## config.mk

```make
export PLATFORM = sky130hd
export DESIGN_NAME = scd_scan_power
export DESIGN_NICKNAME = d
export VERILOG_FILES = /design/src/scd_pkg.sv /design/src/scd_stream_if.sv /design/src/scd_fifo.sv /design/src/scd_scan_power.sv
export SDC_FILE = /design/constraint.sdc
export NUM_CORES = 1
export LEC_CHECK = 0
export ABC_AREA = 1
export ABC_CLOCK_PERIOD_IN_PS = 4200
export BUFFER_PORTS_ARGS = -buffer_cell sky130_fd_sc_hd__buf_4
export CORE_MARGIN = 4
export CORE_UTILIZATION = 45
export DETAILED_ROUTE_END_ITERATION = 10
export PLACE_DENSITY = 0.72
export SLEW_MARGIN = 10
export SYNTH_ARGS = -nofsm -noshare
export SYNTH_HDL_FRONTEND = slang
export SYNTH_SLANG_ARGS = --single-unit
```

## constraint.sdc

```tcl
create_clock -name clock -period 4.2 [get_ports clock]
set_input_delay 0.42 -clock clock [delete_from_list [all_inputs] [get_ports clock]]
set_output_delay 0.42 -clock clock [all_outputs]
set_load 0.02 [all_outputs]
```

## src/scd_pkg.sv

```systemverilog
// constants shared by the scan-chain and power-down block
// assumes one 20 MHz clock; every pin is already synchronous to it
package scd_pkg;
    localparam int JK_CELLS = 20;
    localparam int JK_BANK_A = 10;
    localparam int OUT_CELLS = 16;
    localparam int IN_CELLS = 16;
    localparam int IN_BANK = 8;
    localparam int CHAIN_LEN = JK_CELLS + OUT_CELLS;
    localparam int FIFO_DEPTH = 16;
    localparam int FIFO_WIDTH = 1;
    localparam int CLOCK_HZ = 20000000;
    localparam logic [JK_CELLS-1:0] JK_RESET = 20'h00000;
    localparam logic [OUT_CELLS-1:0] OUT_RESET = 16'h0000;
    localparam logic [IN_CELLS-1:0] IN_RESET = 16'h0000;
    localparam logic [OUT_CELLS-1:0] OE_OFF = 16'h0000;
    typedef enum logic [1:0] {MODE_NORMAL, MODE_SCAN, MODE_SLEEP} scd_mode_e;
endpackage

```

## src/scd_stream_if.sv

```systemverilog
// valid/ready word carrier between the block's own modules
// assumes both ends share one clock
interface scd_stream_if #(parameter int WIDTH = 1);
    logic valid;
    logic ready;
    logic [WIDTH-1:0] data;
    modport src (output valid, output data, input ready);
    modport snk (input valid, input data, output ready);
endinterface

```

## src/scd_fifo.sv

```systemverilog
// synchronous fifo with parameterised width and depth
// assumes a single clock and a synchronous active-low reset
module scd_fifo #(
    parameter int WIDTH = 1,
    parameter int DEPTH = 16
) (
    input wire logic clock, // system clock
    input wire logic resetn, // synchronous reset, active low
    scd_stream_if.snk wr, // filling side
    scd_stream_if.src rd // draining side
);
    localparam int AW = $clog2(DEPTH);
    localparam int CW = $clog2(DEPTH + 1);
    localparam logic [CW-1:0] FULL_COUNT = CW'(DEPTH);
    localparam logic [AW-1:0] LAST_SLOT = AW'(DEPTH - 1);

    logic [WIDTH-1:0] mem [DEPTH];
    logic [AW-1:0] wr_ptr_reg;
    logic [AW-1:0] rd_ptr_reg;
    logic [CW-1:0] count_reg;
    logic push;
    logic pop;

    assign wr.ready = (count_reg != FULL_COUNT);
    assign rd.valid = (count_reg != '0);
    assign rd.data = mem[rd_ptr_reg];
    assign push = wr.valid & wr.ready;
    assign pop = rd.valid & rd.ready;

    function automatic logic [AW-1:0] wrap_inc(input logic [AW-1:0] p);
        return (p == LAST_SLOT) ? '0 : p + 1'b1;
    endfunction

    always_ff @(posedge clock) begin
        if (push) begin
            mem[wr_ptr_reg] <= wr.data;
        end
    end

    always_ff @(posedge clock) begin
        if (!resetn) begin
            wr_ptr_reg <= '0;
            rd_ptr_reg <= '0;
            count_reg <= '0;
        end else begin
            if (push) begin
                wr_ptr_reg <= wrap_inc(wr_ptr_reg);
            end
            if (pop) begin
                rd_ptr_reg <= wrap_inc(rd_ptr_reg);
            end
            if (push && !pop) begin
                count_reg <= count_reg + 1'b1;
            end else if (pop && !push) begin
                count_reg <= count_reg - 1'b1;
            end
        end
    end
endmodule

```

## src/scd_scan_power.sv

```systemverilog
// scan chain, freeze and output control of the programmable logic core
// assumes all pins, clock pins included, are synchronous to clock;
// clock pins are sampled and their rising edges become enables
module scd_scan_power
    import scd_pkg::*;
#(
    parameter int NJK = JK_CELLS,
    parameter int NOUT = OUT_CELLS,
    parameter int NIN = IN_CELLS,
    parameter int NJKA = JK_BANK_A,
    parameter int DEPTH = FIFO_DEPTH
) (
    input wire logic clock, // 20 MHz system clock
    input wire logic resetn, // synchronous reset, active low
    input wire logic scan_mode_select, // 1 selects scan mode
    input wire logic scan_serial_in, // chain input, float control in sleep
    input wire logic scan_shift_clock_pin, // scan clock pin level
    input wire logic sleep_freeze_pin, // 1 freezes the device
    input wire logic security_fuse, // copy protection fuse state
    input wire logic input_bank_a_register_clock, // input cells 0..7 clock
    input wire logic input_bank_b_register_clock, // input cells 8..15 clock
    input wire logic [1:0] output_register_clocks, // output cell bank clocks
    input wire logic buried_bank_clock_two, // shared clock, JK bank B
    input wire logic [NJKA-1:0] jk_array_clock_terms, // internal clock terms
    input wire logic [NIN-1:0] in_pin_data, // data into input cells
    input wire logic [NJK-1:0] jk_set_terms, // J term per JK cell
    input wire logic [NJK-1:0] jk_reset_terms, // K term per JK cell
    input wire logic cell_force_high, // shared preset, JK bank B
    input wire logic [NJKA-1:0] cell_force_low, // clears, JK bank A
    input wire logic [NOUT-1:0] out_cell_data, // data into output cells
    input wire logic [NOUT-1:0] out_bypass_fuse, // 1 bypasses output cell
    input wire logic [NOUT-1:0] out_enable_terms, // per-pin output enables
    input wire logic result_ready, // drain side may take a result bit
    output logic [NOUT-1:0] io_out, // pin output values
    output logic [NOUT-1:0] io_oe, // pin output enables, high drives
    output logic chain_serial_out, // inverted last chain cell
    output logic [NIN-1:0] in_cell_q, // input cell contents
    output logic [NJK-1:0] jk_cell_q, // buried JK cell contents
    output logic [NOUT-1:0] out_cell_q, // output cell contents
    output logic scan_active, // block is in scan mode
    output logic frozen, // block is in power-down
    output logic result_valid, // a captured result bit waits
    output logic result_data, // oldest captured result bit
    output logic shift_stalled // a scan edge was dropped, fifo full
);
    // ----------------------------------------------------------------
    // state
    // ----------------------------------------------------------------
    logic [NJK-1:0] jk_reg;
    logic [NJK-1:0] jk_next;
    logic [NOUT-1:0] out_reg;
    logic [NOUT-1:0] out_next;
    logic [NIN-1:0] in_reg;
    logic [NIN-1:0] in_next;
    logic [NOUT-1:0] io_out_reg;
    logic [NOUT-1:0] io_oe_reg;
    logic chain_out_reg;
    logic stall_reg;
    scd_mode_e mode_reg;
    scd_mode_e mode_next;

    // previous samples of every clock pin, for rising-edge enables
    logic scan_clk_prev_reg;
    logic in_a_prev_reg;
    logic in_b_prev_reg;
    logic [1:0] out_clk_prev_reg;
    logic jk_b_prev_reg;
    logic [NJKA-1:0] jk_a_prev_reg;

    logic scan_edge;
    logic shift_en;
    logic in_a_edge;
    logic in_b_edge;
    logic [1:0] out_edge;
    logic jk_b_edge;
    logic [NJKA-1:0] jk_a_edge;
    logic [NJKA-1:0] jk_a_gated;

    scd_stream_if #(.WIDTH(FIFO_WIDTH)) push_if ();
    scd_stream_if #(.WIDTH(FIFO_WIDTH)) pop_if ();

    // ----------------------------------------------------------------
    // helpers
    // ----------------------------------------------------------------
    function automatic logic rise(input logic prev, input logic now);
        return now & ~prev;
    endfunction

    function automatic logic jk_step(input logic q, input logic j,
                                     input logic k);
        logic r;
        r = q;
        case ({j, k})
            2'b10: r = 1'b1;
            2'b01: r = 1'b0;
            2'b11: r = ~q;
            default: r = q;
        endcase
        return r;
    endfunction

    // ----------------------------------------------------------------
    // mode selection
    // ----------------------------------------------------------------
    // freeze outranks scan; the tester is expected to keep scan low
    // while frozen, so this order only matters for a misbehaving tester
    always_comb begin
        if (sleep_freeze_pin) begin
            mode_next = MODE_SLEEP;
        end else if (scan_mode_select) begin
            mode_next = MODE_SCAN;
        end else begin
            mode_next = MODE_NORMAL;
        end
    end

    always_ff @(posedge clock) begin
        if (!resetn) begin
            mode_reg <= MODE_NORMAL;
        end else begin
            mode_reg <= mode_next;
        end
    end

    // ----------------------------------------------------------------
    // clock pin edges
    // ----------------------------------------------------------------
    // samples keep running while frozen so that no stale edge fires on
    // wake; edges that do arrive while frozen are simply dropped
    always_ff @(posedge clock) begin
        if (!resetn) begin
            scan_clk_prev_reg <= 1'b0;
            in_a_prev_reg <= 1'b0;
            in_b_prev_reg <= 1'b0;
            out_clk_prev_reg <= 2'b00;
            jk_b_prev_reg <= 1'b0;
            jk_a_prev_reg <= '0;
        end else begin
            scan_clk_prev_reg <= scan_shift_clock_pin;
            in_a_prev_reg <= input_bank_a_register_clock;
            in_b_prev_reg <= input_bank_b_register_clock;
            out_clk_prev_reg <= output_register_clocks;
            jk_b_prev_reg <= buried_bank_clock_two;
            jk_a_prev_reg <= jk_array_clock_terms;
        end
    end

    assign scan_edge = rise(scan_clk_prev_reg, scan_shift_clock_pin);
    assign in_a_edge = rise(in_a_prev_reg, input_bank_a_register_clock);
    assign in_b_edge = rise(in_b_prev_reg, input_bank_b_register_clock);
    assign out_edge[0] = rise(out_clk_prev_reg[0], output_register_clocks[0]);
    assign out_edge[1] = rise(out_clk_prev_reg[1], output_register_clocks[1]);
    assign jk_b_edge = rise(jk_b_prev_reg, buried_bank_clock_two);
    assign jk_a_edge = jk_array_clock_terms & ~jk_a_prev_reg;
    // internally made clock-array terms are stopped while frozen
    assign jk_a_gated = sleep_freeze_pin ? '0 : jk_a_edge;

    // a shift needs room for the outgoing bit; a full fifo drops the edge
    assign shift_en = (mode_next == MODE_SCAN) && scan_edge
                      && push_if.ready;

    // ----------------------------------------------------------------
    // next cell values
    // ----------------------------------------------------------------
    always_comb begin
        jk_next = jk_reg;
        out_next = out_reg;
        in_next = in_reg;
        case (mode_next)
            MODE_SCAN: begin
                // functional inputs, forces and normal clocks are all cut
                if (shift_en) begin
                    jk_next = {jk_reg[NJK-2:0], scan_serial_in};
                    out_next = {out_reg[NOUT-2:0], jk_reg[NJK-1]};
                end
            end
            MODE_NORMAL: begin
                // bank a steps on its own terms, bank b on one shared clock
                for (int i = 0; i < NJKA; i++) begin
                    if (jk_a_gated[i]) begin
                        jk_next[i] = jk_step(jk_reg[i], jk_set_terms[i],
                                             jk_reset_terms[i]);
                    end
                end
                for (int i = NJKA; i < NJK; i++) begin
                    if (jk_b_edge) begin
                        jk_next[i] = jk_step(jk_reg[i], jk_set_terms[i],
                                             jk_reset_terms[i]);
                    end
                end
                for (int i = 0; i < NJKA; i++) begin
                    if (cell_force_low[i]) begin
                        jk_next[i] = 1'b0;
                    end
                end
                if (cell_force_high) begin
                    jk_next[NJK-1:NJKA] = '1;
                end
                for (int i = 0; i < NOUT; i++) begin
                    if (out_edge[(i < IN_BANK) ? 0 : 1]) begin
                        out_next[i] = out_cell_data[i];
                    end
                end
                for (int i = 0; i < NIN; i++) begin
                    if ((i < IN_BANK) ? in_a_edge : in_b_edge) begin
                        in_next[i] = in_pin_data[i];
                    end
                end
            end
            default: begin
                // frozen: every cell holds, whatever the other inputs do
                jk_next = jk_reg;
                out_next = out_reg;
                in_next = in_reg;
            end
        endcase
    end

    // ----------------------------------------------------------------
    // cell registers
    // ----------------------------------------------------------------
    always_ff @(posedge clock) begin
        if (!resetn) begin
            jk_reg <= JK_RESET;
            out_reg <= OUT_RESET;
            in_reg <= IN_RESET;
        end else begin
            jk_reg <= jk_next;
            out_reg <= out_next;
            in_reg <= in_next;
        end
    end

    // ----------------------------------------------------------------
    // pins
    // ----------------------------------------------------------------
    // pin values follow the next cell state, inverted in scan mode, bar bypassed pins in normal mode,
    // so a shifted bit is visible on the edge right after its scan clock edge was seen
    always_ff @(posedge clock) begin
        if (!resetn) begin
            io_out_reg <= OUT_RESET;
            chain_out_reg <= 1'b1;
        end else begin
            case (mode_next)
                MODE_SCAN: begin
                    io_out_reg <= ~out_next;
                    chain_out_reg <= ~out_next[NOUT-1];
                end
                MODE_NORMAL: begin
                    for (int i = 0; i < NOUT; i++) begin
                        io_out_reg[i] <= out_bypass_fuse[i] ?
                                         out_cell_data[i] : out_next[i];
                    end
                    chain_out_reg <= ~out_next[NOUT-1];
                end
                default: begin
                    io_out_reg <= io_out_reg;
                    chain_out_reg <= chain_out_reg;
                end
            endcase
        end
    end

    // enables come only from the programmed terms, plus the disable term
    always_ff @(posedge clock) begin
        if (!resetn) begin
            io_oe_reg <= OE_OFF;
        end else if (sleep_freeze_pin && scan_serial_in) begin
            io_oe_reg <= OE_OFF;
        end else if (sleep_freeze_pin) begin
            io_oe_reg <= io_oe_reg;
        end else begin
            io_oe_reg <= out_enable_terms;
        end
    end

    // ----------------------------------------------------------------
    // result capture
    // ----------------------------------------------------------------
    // every shift pushes the bit leaving the chain, still inverted, so a
    // tester may collect results without sampling the pin at speed;
    // the first CHAIN_LEN bits after a load are old content
    assign push_if.valid = (mode_next == MODE_SCAN) && scan_edge;
    assign push_if.data = ~out_reg[NOUT-1];
    assign pop_if.ready = result_ready;

    scd_fifo #(
        .WIDTH(FIFO_WIDTH),
        .DEPTH(DEPTH)
    ) u_result_fifo (
        .clock(clock),
        .resetn(resetn),
        .wr(push_if),
        .rd(pop_if)
    );

    // sticky until reset: a dropped edge breaks the chain position count
    always_ff @(posedge clock) begin
        if (!resetn) begin
            stall_reg <= 1'b0;
        end else if (push_if.valid && !push_if.ready) begin
            stall_reg <= 1'b1;
        end
    end

    // ----------------------------------------------------------------
    // outputs
    // ----------------------------------------------------------------
    assign io_out = io_out_reg;
    assign io_oe = io_oe_reg;
    assign chain_serial_out = chain_out_reg;
    assign in_cell_q = in_reg;
    assign jk_cell_q = jk_reg;
    assign out_cell_q = out_reg;
    assign scan_active = (mode_reg == MODE_SCAN);
    assign frozen = (mode_reg == MODE_SLEEP);
    assign result_valid = pop_if.valid;
    assign result_data = pop_if.data[0];
    assign shift_stalled = stall_reg;

    // the fuse only guards readback of the programming, never the chain
    logic unused_fuse;
    assign unused_fuse = security_fuse;
endmodule

```

==> summary.txt, run 1 <==
Timing
  • Slew Viols, Final: 0
  • RSZ-0062 raised after global routing: false
  • Final setup vio count: 0
  • Final Hold Vio Count: 0
  • Skew final: approximately 0.0079 ns
  • Slew headroom: 0.208
  • Max Fclk: 340 MHz
  • Final period util: 0.700
  • Worst slew pin tran: roughly 1.2 ns
  • Final Critical Period: slightly below 3 ns
  • Worst hold margin: approximately 0.18 ns
  • Setup TNS: 0 ns

Drt
  • Post-DR vias/cell: ~4.8
  • DRT iter0 DRCs: about 300
  • WL per Instance: around 14 um
  • DRC viols: 0
  • Total number of vias: 6,795
  • DRT antenna net count: 0
  • Routed wire length: about 19,000 um
  • Router iterations before antenna repair: 4

Logic synthesis
  • Syn Inst Count: around 970
  • Cell Area, Synth: 7030 um2
  • Sequential area share after synthesis: 0.413
  • Synth Net Count: 1,145
  • Netlist cell types: 40
  • Number of synthesized flops with an enable pin: 16
  • Synth Area per Inst: between 7 and 8 um2
  • Number of synthesis warnings: 0
  • Ys flop type: dfxtp_1
  • Post-synthesis register bit count: 137
  • Asr flop ratio synth: 0

Power
  • PwrDens: around 400 nW/um2
  • Static leakage: between 4 and 5 nW
  • Tot Pwr: between 3 and 4 mW
  • Peak supply drop: 301 uV

Final layout
  • Most common cell after layout, fill and taps aside: buf_4
  • Share of layout cells above drive strength 1: 0.231
  • Final core occ: 0.617
  • Fin area: approximately 9400 um2
  • Diodes inserted: 0
  • Most frequent cells in the layout: buf_4, nand2_1, inv_1, dfxtp_1, nor2_1
  • Max FFs per register: 20
  • Layout area overhead: 33.8%
  • Filler cell count: between 1,000 and 1,500
  • Nets: ~1,400

Global routing
  • Tot GR Track Use: 0.219
  • Initial antenna violation count: 0
  • Largest net degree at the start of global routing: slightly above 60
  • First-pass GRT wire length: roughly 32,000 um
  • Vias in the first global route: 6,622
  • Grt ovf: 0

Run
  • Maxcap violations: 0

Setup path
  • Worst reg2reg startpoint: u_result_fifo.count_reg[0]
  • Internal reg-to-reg setup slack: between 1 and 1.5 ns
  • Worst Setup End Kind: flip-flop
  • CP arrival: ~3.3 ns
  • Crit-path max FO: 24
  • CP Class: flip-flop to flip-flop
  • CP Launch Point: u_result_fifo.count_reg[0]
  • Critical Path Start Type: flip-flop
  • CP required: between 4 and 5 ns

Floorplan
  • Chip height: 133 um
  • Initial Util: 0.461
  • IO Count: about 230
  • Core area: between 15,000 and 20,000 um2
  • Full die area: about 18,000 um2
  • Rows: between 40 and 50
  • Width of the chip: 133 um

CTS
  • CTS Buffer Depth: 2
  • Sink Count: ~140
  • Setup repair bufs after CTS: 0
  • CTS H-tree depth: 4
  • CTS tree: done
  • Hold buffers post-CTS: 0
  • CTS buffer count: 17
  • CTS Root Cell: clkbuf_16
  • Post-cts sizing count: 0
  • Clock latency at the later pin of the worst-skew pair: 0.42 ns
  • Clock slew at reported path FFs: roughly 0.06 ns

Worst hold path
  • Worst hold start: jk_array_clock_terms[0]
  • Hold Crit Class: primary input to flip-flop

Place
  • Area post-placement: between 8000 and 9000 um2
  • HPWL Detailed: approximately 14,000 um
  • PortBufs: between 200 and 250
  • Gp weighted congestion: ~0.8

Run status
  • Status: finished, final reports clean
## synth_stat cells, types with 6 or more instances
library cell | number | area share
dfxtp_1 | 121 | 0.34
edfxtp_1 | 16 | 0.068
nor2_1 | 105 | 0.056
ha_1 | 34 | 0.061
nand3b_1 | 17 | 0.018
clkbuf_1 | 18 | 0.0096
o21ai_0 | 62 | 0.044
inv_1 | 158 | 0.084
a31oi_1 | 6 | 0.0053
nand3_1 | 69 | 0.049
nor3b_1 | 10 | 0.011
nand2_1 | 184 | 0.098
a21oi_1 | 102 | 0.073
o22ai_1 | 10 | 0.0089
inv_2 | 7 | 0.0037
## where the power goes
group | internal (mW) | total (mW) | leakage (nW) | switching [mW]
clock network | 0.808 | 1.36 | 0.266 | 0.552
logic | 0.371 | 0.875 | 3.24 | 0.504
registers | 1.43 | 1.52 | 1.12 | 0.0896
## worst max-delay path, stage by stage (launching register included)
cell and delay [ns]:
dfxtp_1 0.34, nor2_1 0.20, nand3_2 0.41, nand2_4 0.41, inv_2 0.12, ha_1 0.27, fa_1 0.47, inv_1 0.07
a21oi_1 0.05, nor2_1 0.11, nor2_1 0.06, nand2_1 0.05, nand3_1 0.09, nand2_1 0.07, nand2_1 0.04, nor2_1 0.09
## routing by layer
layer	track usage	up-vias	wire (um)
met4	0.0733	0	302
met2	0.375	195	9330
met5	0	-	0
met3	0.0795	23	1680
li1	-	3552	-
met1	0.253	3025	7990
## stage by stage
step | instances | setup WS [ns]
detailed placement | 1383 | 1.17
global placement | 1383 | 1.18
global route | 1413 | 0.894
floorplan | 972 | 1.79
finish | 1413 | 1.26
CTS | 1413 | 1.23
## area by class of cell
type	instances	area (um2)	share of cell area
Tap cell	211	264	0.0281
Clock inverter	8	46.3	0.00492
Sequential cell	137	2900	0.309
Clock buffer	22	485	0.0516
Inverter	166	623	0.0662
Multi-Input combinational cell	640	3370	0.358
Timing Repair Buffer	229	1720	0.183
## path summary, 6_finish.rpt
| path | to | cells past startpoint |
|---|---|---|
| min reg2reg | io_oe[0] | 2 |
| max reg2reg | u_result_fifo.count_reg[4] | 15 |
| max | u_result_fifo.count_reg[4] | 15 |
| min | jk_a_prev_reg[0] | 3 |
## kinds of logic (layout without fill, tap and decap cells)
family,after synthesis,in the layout,share of synthesized area
adder cells (fa/ha/maj),35,35,0.0634
flip-flops,137,137,0.413
AND/OR/NAND/NOR,403,403,0.259
multiplexers,4,4,0.00570
AO/OA/AOI/OAI,195,195,0.148
XOR/XNOR,3,3,0.00374
buffers and inverters,195,425,0.108
No activity file was read; power rests on OpenSTA's default activity.
==> inputs of run 2 (changes only) <==
--- a/config.mk
+++ b/config.mk
@@ -6,7 +6,7 @@
 export NUM_CORES = 1
 export LEC_CHECK = 0
 export ABC_AREA = 1
-export ABC_CLOCK_PERIOD_IN_PS = 4200
+export ABC_CLOCK_PERIOD_IN_PS = 2760
 export BUFFER_PORTS_ARGS = -buffer_cell sky130_fd_sc_hd__buf_4
 export CORE_MARGIN = 4
 export CORE_UTILIZATION = 45
==> constraint.sdc (replaced) <==
create_clock -name clock -period 2.76 [get_ports clock]
set_input_delay 0.276 -clock clock [delete_from_list [all_inputs] [get_ports clock]]
set_output_delay 0.276 -clock clock [all_outputs]
set_load 0.02 [all_outputs]
==> summary.txt, run 2 (synthesis gave the netlist of run 1 again) <==
CTS
  • CTS buffer count: 17 (unchanged)
  • Setup repair bufs after CTS: 0 (unchanged)
  • Post-cts sizing count: 0 (unchanged)
  • Clock latency at the later pin of the worst-skew pair: 0.42 ns (about the same)
  • Hold buffers post-CTS: 0 (unchanged)
  • CTS Root Cell: clkbuf_16
  • Clock slew at reported path FFs: 0.06 ns (about the same)
  • CTS Buffer Depth: 2 (unchanged)
  • CTS H-tree depth: 4 (unchanged)
  • Sink Count: 137 (unchanged)
  • CTS tree: done

Global routing
  • First-pass GRT wire length: 31,600 um (+0.30%)
  • Initial antenna violation count: 0 (unchanged)
  • Vias in the first global route: 6,613 (-0.14%)
  • Tot GR Track Use: 0.219 (about the same)
  • Grt ovf: 0 (unchanged)
  • Largest net degree at the start of global routing: 42 (-31%)

Place
  • HPWL Detailed: 14,400 um (+2.1%)
  • Gp weighted congestion: 0.801 (-0.22%)
  • PortBufs: 226 (unchanged)

Setup path
  • Crit path depth: 13 (-2)
  • Worst path max stage delay: 0.34 ns (-0.13 ns)
  • CP Cell Sequence: nor2_1 -> nand3_1 -> nand2_1 -> ha_1 -> inv_1 -> ha_1 -> a21oi_1 -> nor2_1 -> o21ai_0 -> nand3_1 -> nand2_1 -> nand2_1 -> nor2_1
  • R2R cell count: 13 (-2)
  • Crit path buffers/inverters: 1 (-1)
  • Worst path top cell family by delay: simple AND/OR/NAND/NOR gates
  • Critical Path Start Type: flip-flop
  • Worst Setup End Kind: flip-flop
  • CP Class: flip-flop to flip-flop
  • Crit-path max FO: 6 (-75%)
  • Cell at the slowest stage of the critical path: dfxtp_1
  • CP arrival: 2.68 ns (-0.61 ns)
  • CP required: 3.12 ns (-1.43 ns)

Power
  • Static leakage: 4.67 nW (+0.69%)
  • PwrDens: 617 nW/um2 (+55%)
  • Peak supply drop: 398 uV (+32%)
  • Tot Pwr: 5.86 mW (+56%)

Timing
  • RSZ-0062 raised after global routing: false
  • Final Critical Period: 2.32 ns (-0.617 ns)
  • Worst hold margin: 0.0427 ns (-0.141 ns)
  • Final period util: 0.842 (+0.142)
  • Slew Viols, Final: 0 (unchanged)
  • Worst slew pin tran: 1.17 ns (-0.00805 ns)
  • Setup TNS: 0 ns (unchanged)
  • Skew final: 0.0112 ns (+0.00324 ns)
  • Max Fclk: 430 MHz (+27%)
  • Final Hold Vio Count: 0 (unchanged)
  • Final setup vio count: 0 (unchanged)
  • Slew headroom: 0.213 (+0.00540)

Final layout
  • Share of layout cells above drive strength 1: 0.236 (+0.00426)
  • Nets: 1,370 (+0.44%)
  • Diodes inserted: 0 (unchanged)
  • Filler cell count: 1,424 (+0.99%)
  • Most frequent cells in the layout: buf_4, nand2_1, inv_1, dfxtp_1, nor2_1
  • Final core occ: 0.622 (+0.00549)
  • Layout area overhead: 35.0%
  • Max FFs per register: 20 (unchanged)
  • Most common cell after layout, fill and taps aside: buf_4

Run status
  • Status: finished, final reports clean

Drt
  • DRT antenna net count: 0 (unchanged)
  • Total number of vias: 6,909 (+1.7%)
  • DRC viols: 0 (unchanged)
  • DRT iter0 DRCs: 402 (+36%)
  • Post-DR vias/cell: 4.86 (+1.1%)
  • Routed wire length: 19,500 um (+0.78%)
  • WL per Instance: 13.7 um (+0.21%)
  • Router iterations before antenna repair: 5 (+1)

Floorplan
  • IO Count: 228 (unchanged)
  • Chip height: 133 um (unchanged)
  • Rows: 45 (unchanged)
  • Initial Util: 0.461 (unchanged)
  • Width of the chip: 133 um (unchanged)
  • Core area: 15,300 um2 (unchanged)
  • Full die area: 17,700 um2 (unchanged)

Worst hold path
  • Hold Crit Depth: 3 (unchanged)
  • Hold Crit Class: primary input to flip-flop

Run
  • Maxcap violations: 0 (unchanged)
==> run 2: cell count changes in the layout (fill, tap and decap cells not counted) <==
| cell | change |
|---|---|
| clkbuf_1 | -1 |
| clkbuf_8 | -1 |
| clkinv_1 | +2 |
| buf_4 | +6 |
| clkinvlp_4 | +3 |
| bufinv_16 | +2 |
| inv_4 | +1 |
| clkinv_2 | -3 |
| clkbuf_16 | -1 |
==> run 2: power breakdown <==
| part | leakage (nW) | internal [mW] | total (mW) | switching, mW |
|---|---|---|---|---|
| Combinational | 3.27 | 0.576 | 1.34 | 0.766 |
| Clock | 0.270 | 1.34 | 2.21 | 0.870 |
| Sequential | 1.12 | 2.17 | 2.31 | 0.137 |
==> run 2: stage by stage <==
stage / worst slack, ns / instances / instance area [um2]
after detailed placement: 0.414 / 1389 / 8920
after global placement: 0.449 / 1389 / 8920
after global routing: 0.0202 / 1421 / 9490
after floorplan: 0.487 / 972 / 7030
final: 0.436 / 1421 / 9490
after CTS: 0.415 / 1421 / 9490
==> run 2: worst min-delay path, delay by kind of cell <==
kind	cells	cell delay, ns
buf+inv	2	0.12
simple gates	1	0.04
==> run 2: layer usage <==
metal / part of all wire / GRT usage / vias to the layer above
met5: 0 / 0 / -
met4: 0.019 / 0.0768 / 0
met3: 0.078 / 0.0658 / 24
met2: 0.48 / 0.370 / 216
met1: 0.42 / 0.264 / 3098
li1: - / - / 3571
==> run 2: cell type report <==
class / instances / area, um2 / share of cell area
well taps: 211 / 264 / 0.0278
repair buffers: 235 / 1760 / 0.186
clock inverters: 13 / 128 / 0.0134
inverters: 166 / 623 / 0.0656
flip-flops and latches: 137 / 2900 / 0.306
multi-input cells: 640 / 3370 / 0.355
clock buffers: 19 / 443 / 0.0467
==> run 2: final timing paths <==
kind / from / slack (ns) / endpoint
setup / recovery: u_result_fifo.count_reg[0] / 0.44 / u_result_fifo.count_reg[4]
hold / removal: jk_array_clock_terms[3] / 0.04 / jk_a_prev_reg[3]
setup reg to reg: u_result_fifo.count_reg[0] / 0.44 / u_result_fifo.count_reg[4]
hold reg to reg: io_oe[0] / 0.45 / io_oe[0]
==> inputs of run 3 (changes only) <==
--- a/config.mk
+++ b/config.mk
@@ -6,12 +6,12 @@
 export NUM_CORES = 1
 export LEC_CHECK = 0
 export ABC_AREA = 1
-export ABC_CLOCK_PERIOD_IN_PS = 2760
+export ABC_CLOCK_PERIOD_IN_PS = 1900
 export BUFFER_PORTS_ARGS = -buffer_cell sky130_fd_sc_hd__buf_4
 export CORE_MARGIN = 4
 export CORE_UTILIZATION = 45
 export DETAILED_ROUTE_END_ITERATION = 10
-export PLACE_DENSITY = 0.72
+export PLACE_DENSITY = 0.75
 export SLEW_MARGIN = 10
 export SYNTH_ARGS = -nofsm -noshare
 export SYNTH_HDL_FRONTEND = slang
==> constraint.sdc (replaced) <==
create_clock -name clock -period 1.9 [get_ports clock]
set_input_delay 0.19 -clock clock [delete_from_list [all_inputs] [get_ports clock]]
set_output_delay 0.19 -clock clock [all_outputs]
set_load 0.02 [all_outputs]
==> summary.txt, run 3 (synthesis gave the netlist of run 1 again) <==
Run status
  • Status: finished, violations left
  • Failing checks: negative setup slack

Setup path
  • Internal reg-to-reg setup slack: -0.02 ns (-0.46 ns)
  • CP Class: flip-flop to flip-flop
  • CP required: 2.25 ns (-0.87 ns)
  • R2R cell count: 15 (+2)
  • Crit path buffers/inverters: 2 (+1)
  • Worst path max stage delay: 0.34 ns (about the same)
  • Worst path top cell family by delay: simple AND/OR/NAND/NOR gates
  • Crit-path max FO: 3 (-3)
  • CP Launch Point: u_result_fifo.count_reg[2]
  • Reg2reg end: u_result_fifo.count_reg[4]
  • Critical Path Start Type: flip-flop
  • Crit path depth: 15 (+2)
  • CP Cell Sequence: nor2_4 -> nand3_4 -> nand2_4 -> inv_6 -> ha_4 -> fa_2 -> inv_1 -> a21oi_2 -> nor2_1 -> nor2_1 -> nand2_1 -> nand3_1 -> nand2_1 -> nand2_1 -> nor2_1
  • Worst Setup End Kind: flip-flop
  • Worst Setup EP: u_result_fifo.count_reg[4]
  • Worst reg2reg startpoint: u_result_fifo.count_reg[2]
  • CP arrival: 2.27 ns (-0.41 ns)
  • Cell at the slowest stage of the critical path: fa_2

Final layout
  • Most frequent cells in the layout: buf_4, nand2_1, inv_1, dfxtp_1, nor2_1
  • Nets: 1,415 (+3.3%)
  • Share of layout cells above drive strength 1: 0.254 (+0.0186)
  • Most common cell after layout, fill and taps aside: buf_4
  • Diodes inserted: 0 (unchanged)
  • Fin area: 10,100 um2 (+6.1%)
  • Layout area overhead: 43.3%
  • Max FFs per register: 20 (unchanged)

Timing
  • Worst Slack Setup Final: -0.0207 ns (-0.456 ns)
  • Worst slew pin tran: 1.13 ns (-0.0433 ns)
  • Worst hold margin: 0.0172 ns (-0.0255 ns)
  • Final Hold Vio Count: 0 (unchanged)
  • Final Critical Period: 1.92 ns (-0.404 ns)
  • Final setup vio count: 1 (+1)
  • Slew headroom: 0.242 (+0.0291)
  • RSZ-0062 raised after global routing: true
  • Final period util: 1.01 (+0.169)
  • Skew final: 0.0152 ns (+0.00398 ns)
  • Slew Viols, Final: 0 (unchanged)
  • Max Fclk: 521 MHz (+21%)

Floorplan
  • IO Count: 228 (unchanged)
  • Full die area: 17,700 um2 (unchanged)
  • Core area: 15,300 um2 (unchanged)
  • Chip height: 133 um (unchanged)
  • Rows: 45 (unchanged)
  • Width of the chip: 133 um (unchanged)
  • Initial Util: 0.461 (unchanged)

Place
  • HPWL Detailed: 14,800 um (+2.2%)
  • PortBufs: 226 (unchanged)
  • Dpl ws: -0.0256 ns (-0.440 ns)
  • Area post-placement: 9100 um2 (+2.1%)
  • Gp weighted congestion: 0.835 (+4.2%)

Global routing
  • Vias in the first global route: 7,096 (+7.3%)
  • First-pass GRT wire length: 33,100 um (+4.7%)
  • Grt ovf: 0 (unchanged)
  • Largest net degree at the start of global routing: 41 (-2.4%)
  • Initial antenna violation count: 0 (unchanged)
  • Tot GR Track Use: 0.229 (+0.0106)

CTS
  • CTS H-tree depth: 4 (unchanged)
  • Sink Count: 137 (unchanged)
  • CTS Root Cell: clkbuf_16
  • CTS tree: done
  • CTS buffer count: 17 (unchanged)
  • Clock slew at reported path FFs: 0.06 ns (about the same)
  • CTS Buffer Depth: 2 (unchanged)
  • Clock latency at the later pin of the worst-skew pair: 0.42 ns (about the same)

Drt
  • Routed wire length: 20,600 um (+5.6%)
  • Router iterations before antenna repair: 5 (unchanged)
  • DRT antenna net count: 0 (unchanged)
  • DRT iter0 DRCs: 353 (-12%)
  • DRC viols: 0 (unchanged)
  • Total number of vias: 7,274 (+5.3%)
  • Post-DR vias/cell: 4.96 (+2.1%)
  • WL per Instance: 14.0 um (+2.4%)

Worst hold path
  • Hold Crit Depth: 3 (unchanged)
  • Hold Crit Class: primary input to flip-flop

Power
  • PwrDens: 903 nW/um2 (+46%)
  • Static leakage: 4.92 nW (+5.5%)
  • Peak supply drop: 719 uV (+81%)
  • Tot Pwr: 9.10 mW (+55%)

Run
  • Maxcap violations: 0 (unchanged)
-- run 3: per-layer routing --
layer | wire [um] | global-route usage | vias up | share of wire
met2 | 10300 | 0.399 | 261 | 0.50
met3 | 1790 | 0.0867 | 41 | 0.087
met4 | 488 | 0.0889 | 0 | 0.024
li1 | - | - | 3664 | -
met5 | 0 | 0 | - | 0
met1 | 8000 | 0.253 | 3308 | 0.39
-- run 3: stage by stage --
step           TNS (ns)   util  instances
5_1_grt          -0.171  0.660       1466
4_1_cts        -0.00730  0.657       1465
2_1_floorplan    -0.162      -        972
3_3_place_gp   -0.00136  0.597       1403
6_report        -0.0207  0.660       1466
3_5_place_dp    -0.0256  0.597       1403
-- run 3: timing repair --
| item | in CTS | in global routing |
|---|---|---|
| endpoints found under the hold margin | 30 | 0 |
| endpoints found under the setup margin | 2 | 14 |
| hold buffers | 30 | 0 |
| setup buffers | 0 | 1 |
| resized for setup | 4 | 6 |
| pin swaps | 3 | 5 |
-- run 3: layout make-up --
type	instances	area, um2
timing repair buffer	280	2200
fill	1309	5190
clock buffer	25	527
multi-input combinational	640	3450
sequential	137	2910
clock inverter	7	85.1
inverter	166	631
tap	211	264
-- run 3: how the worst min path moves through the flow --
| stage | end | start | slack (ns) |
|---|---|---|---|
| after floorplan | in_a_prev_reg | input_bank_a_register_clock | 0.28 |
| after global placement | jk_a_prev_reg[9] | jk_array_clock_terms[9] | 0.37 |
| after detailed placement | jk_a_prev_reg[3] | jk_array_clock_terms[3] | 0.38 |
| after CTS | in_cell_q[8] | in_pin_data[8] | 0.0004 |
| after global routing | io_oe[0] | out_enable_terms[0] | 0.01 |
| final | in_cell_q[15] | in_pin_data[15] | 0.02 |
-- run 3: power by group --
part           internal, mW  leakage (nW)  switching, mW
Clock                  2.17         0.308           1.20
Sequential             3.17          1.13          0.202
Combinational          1.09          3.49           1.27
-- run 3: worst min-delay path, delay by kind of cell --
kind,cells,cell delay [ns]
AND/OR/NAND/NOR,2,0.12
buffers and inverters,1,0.09
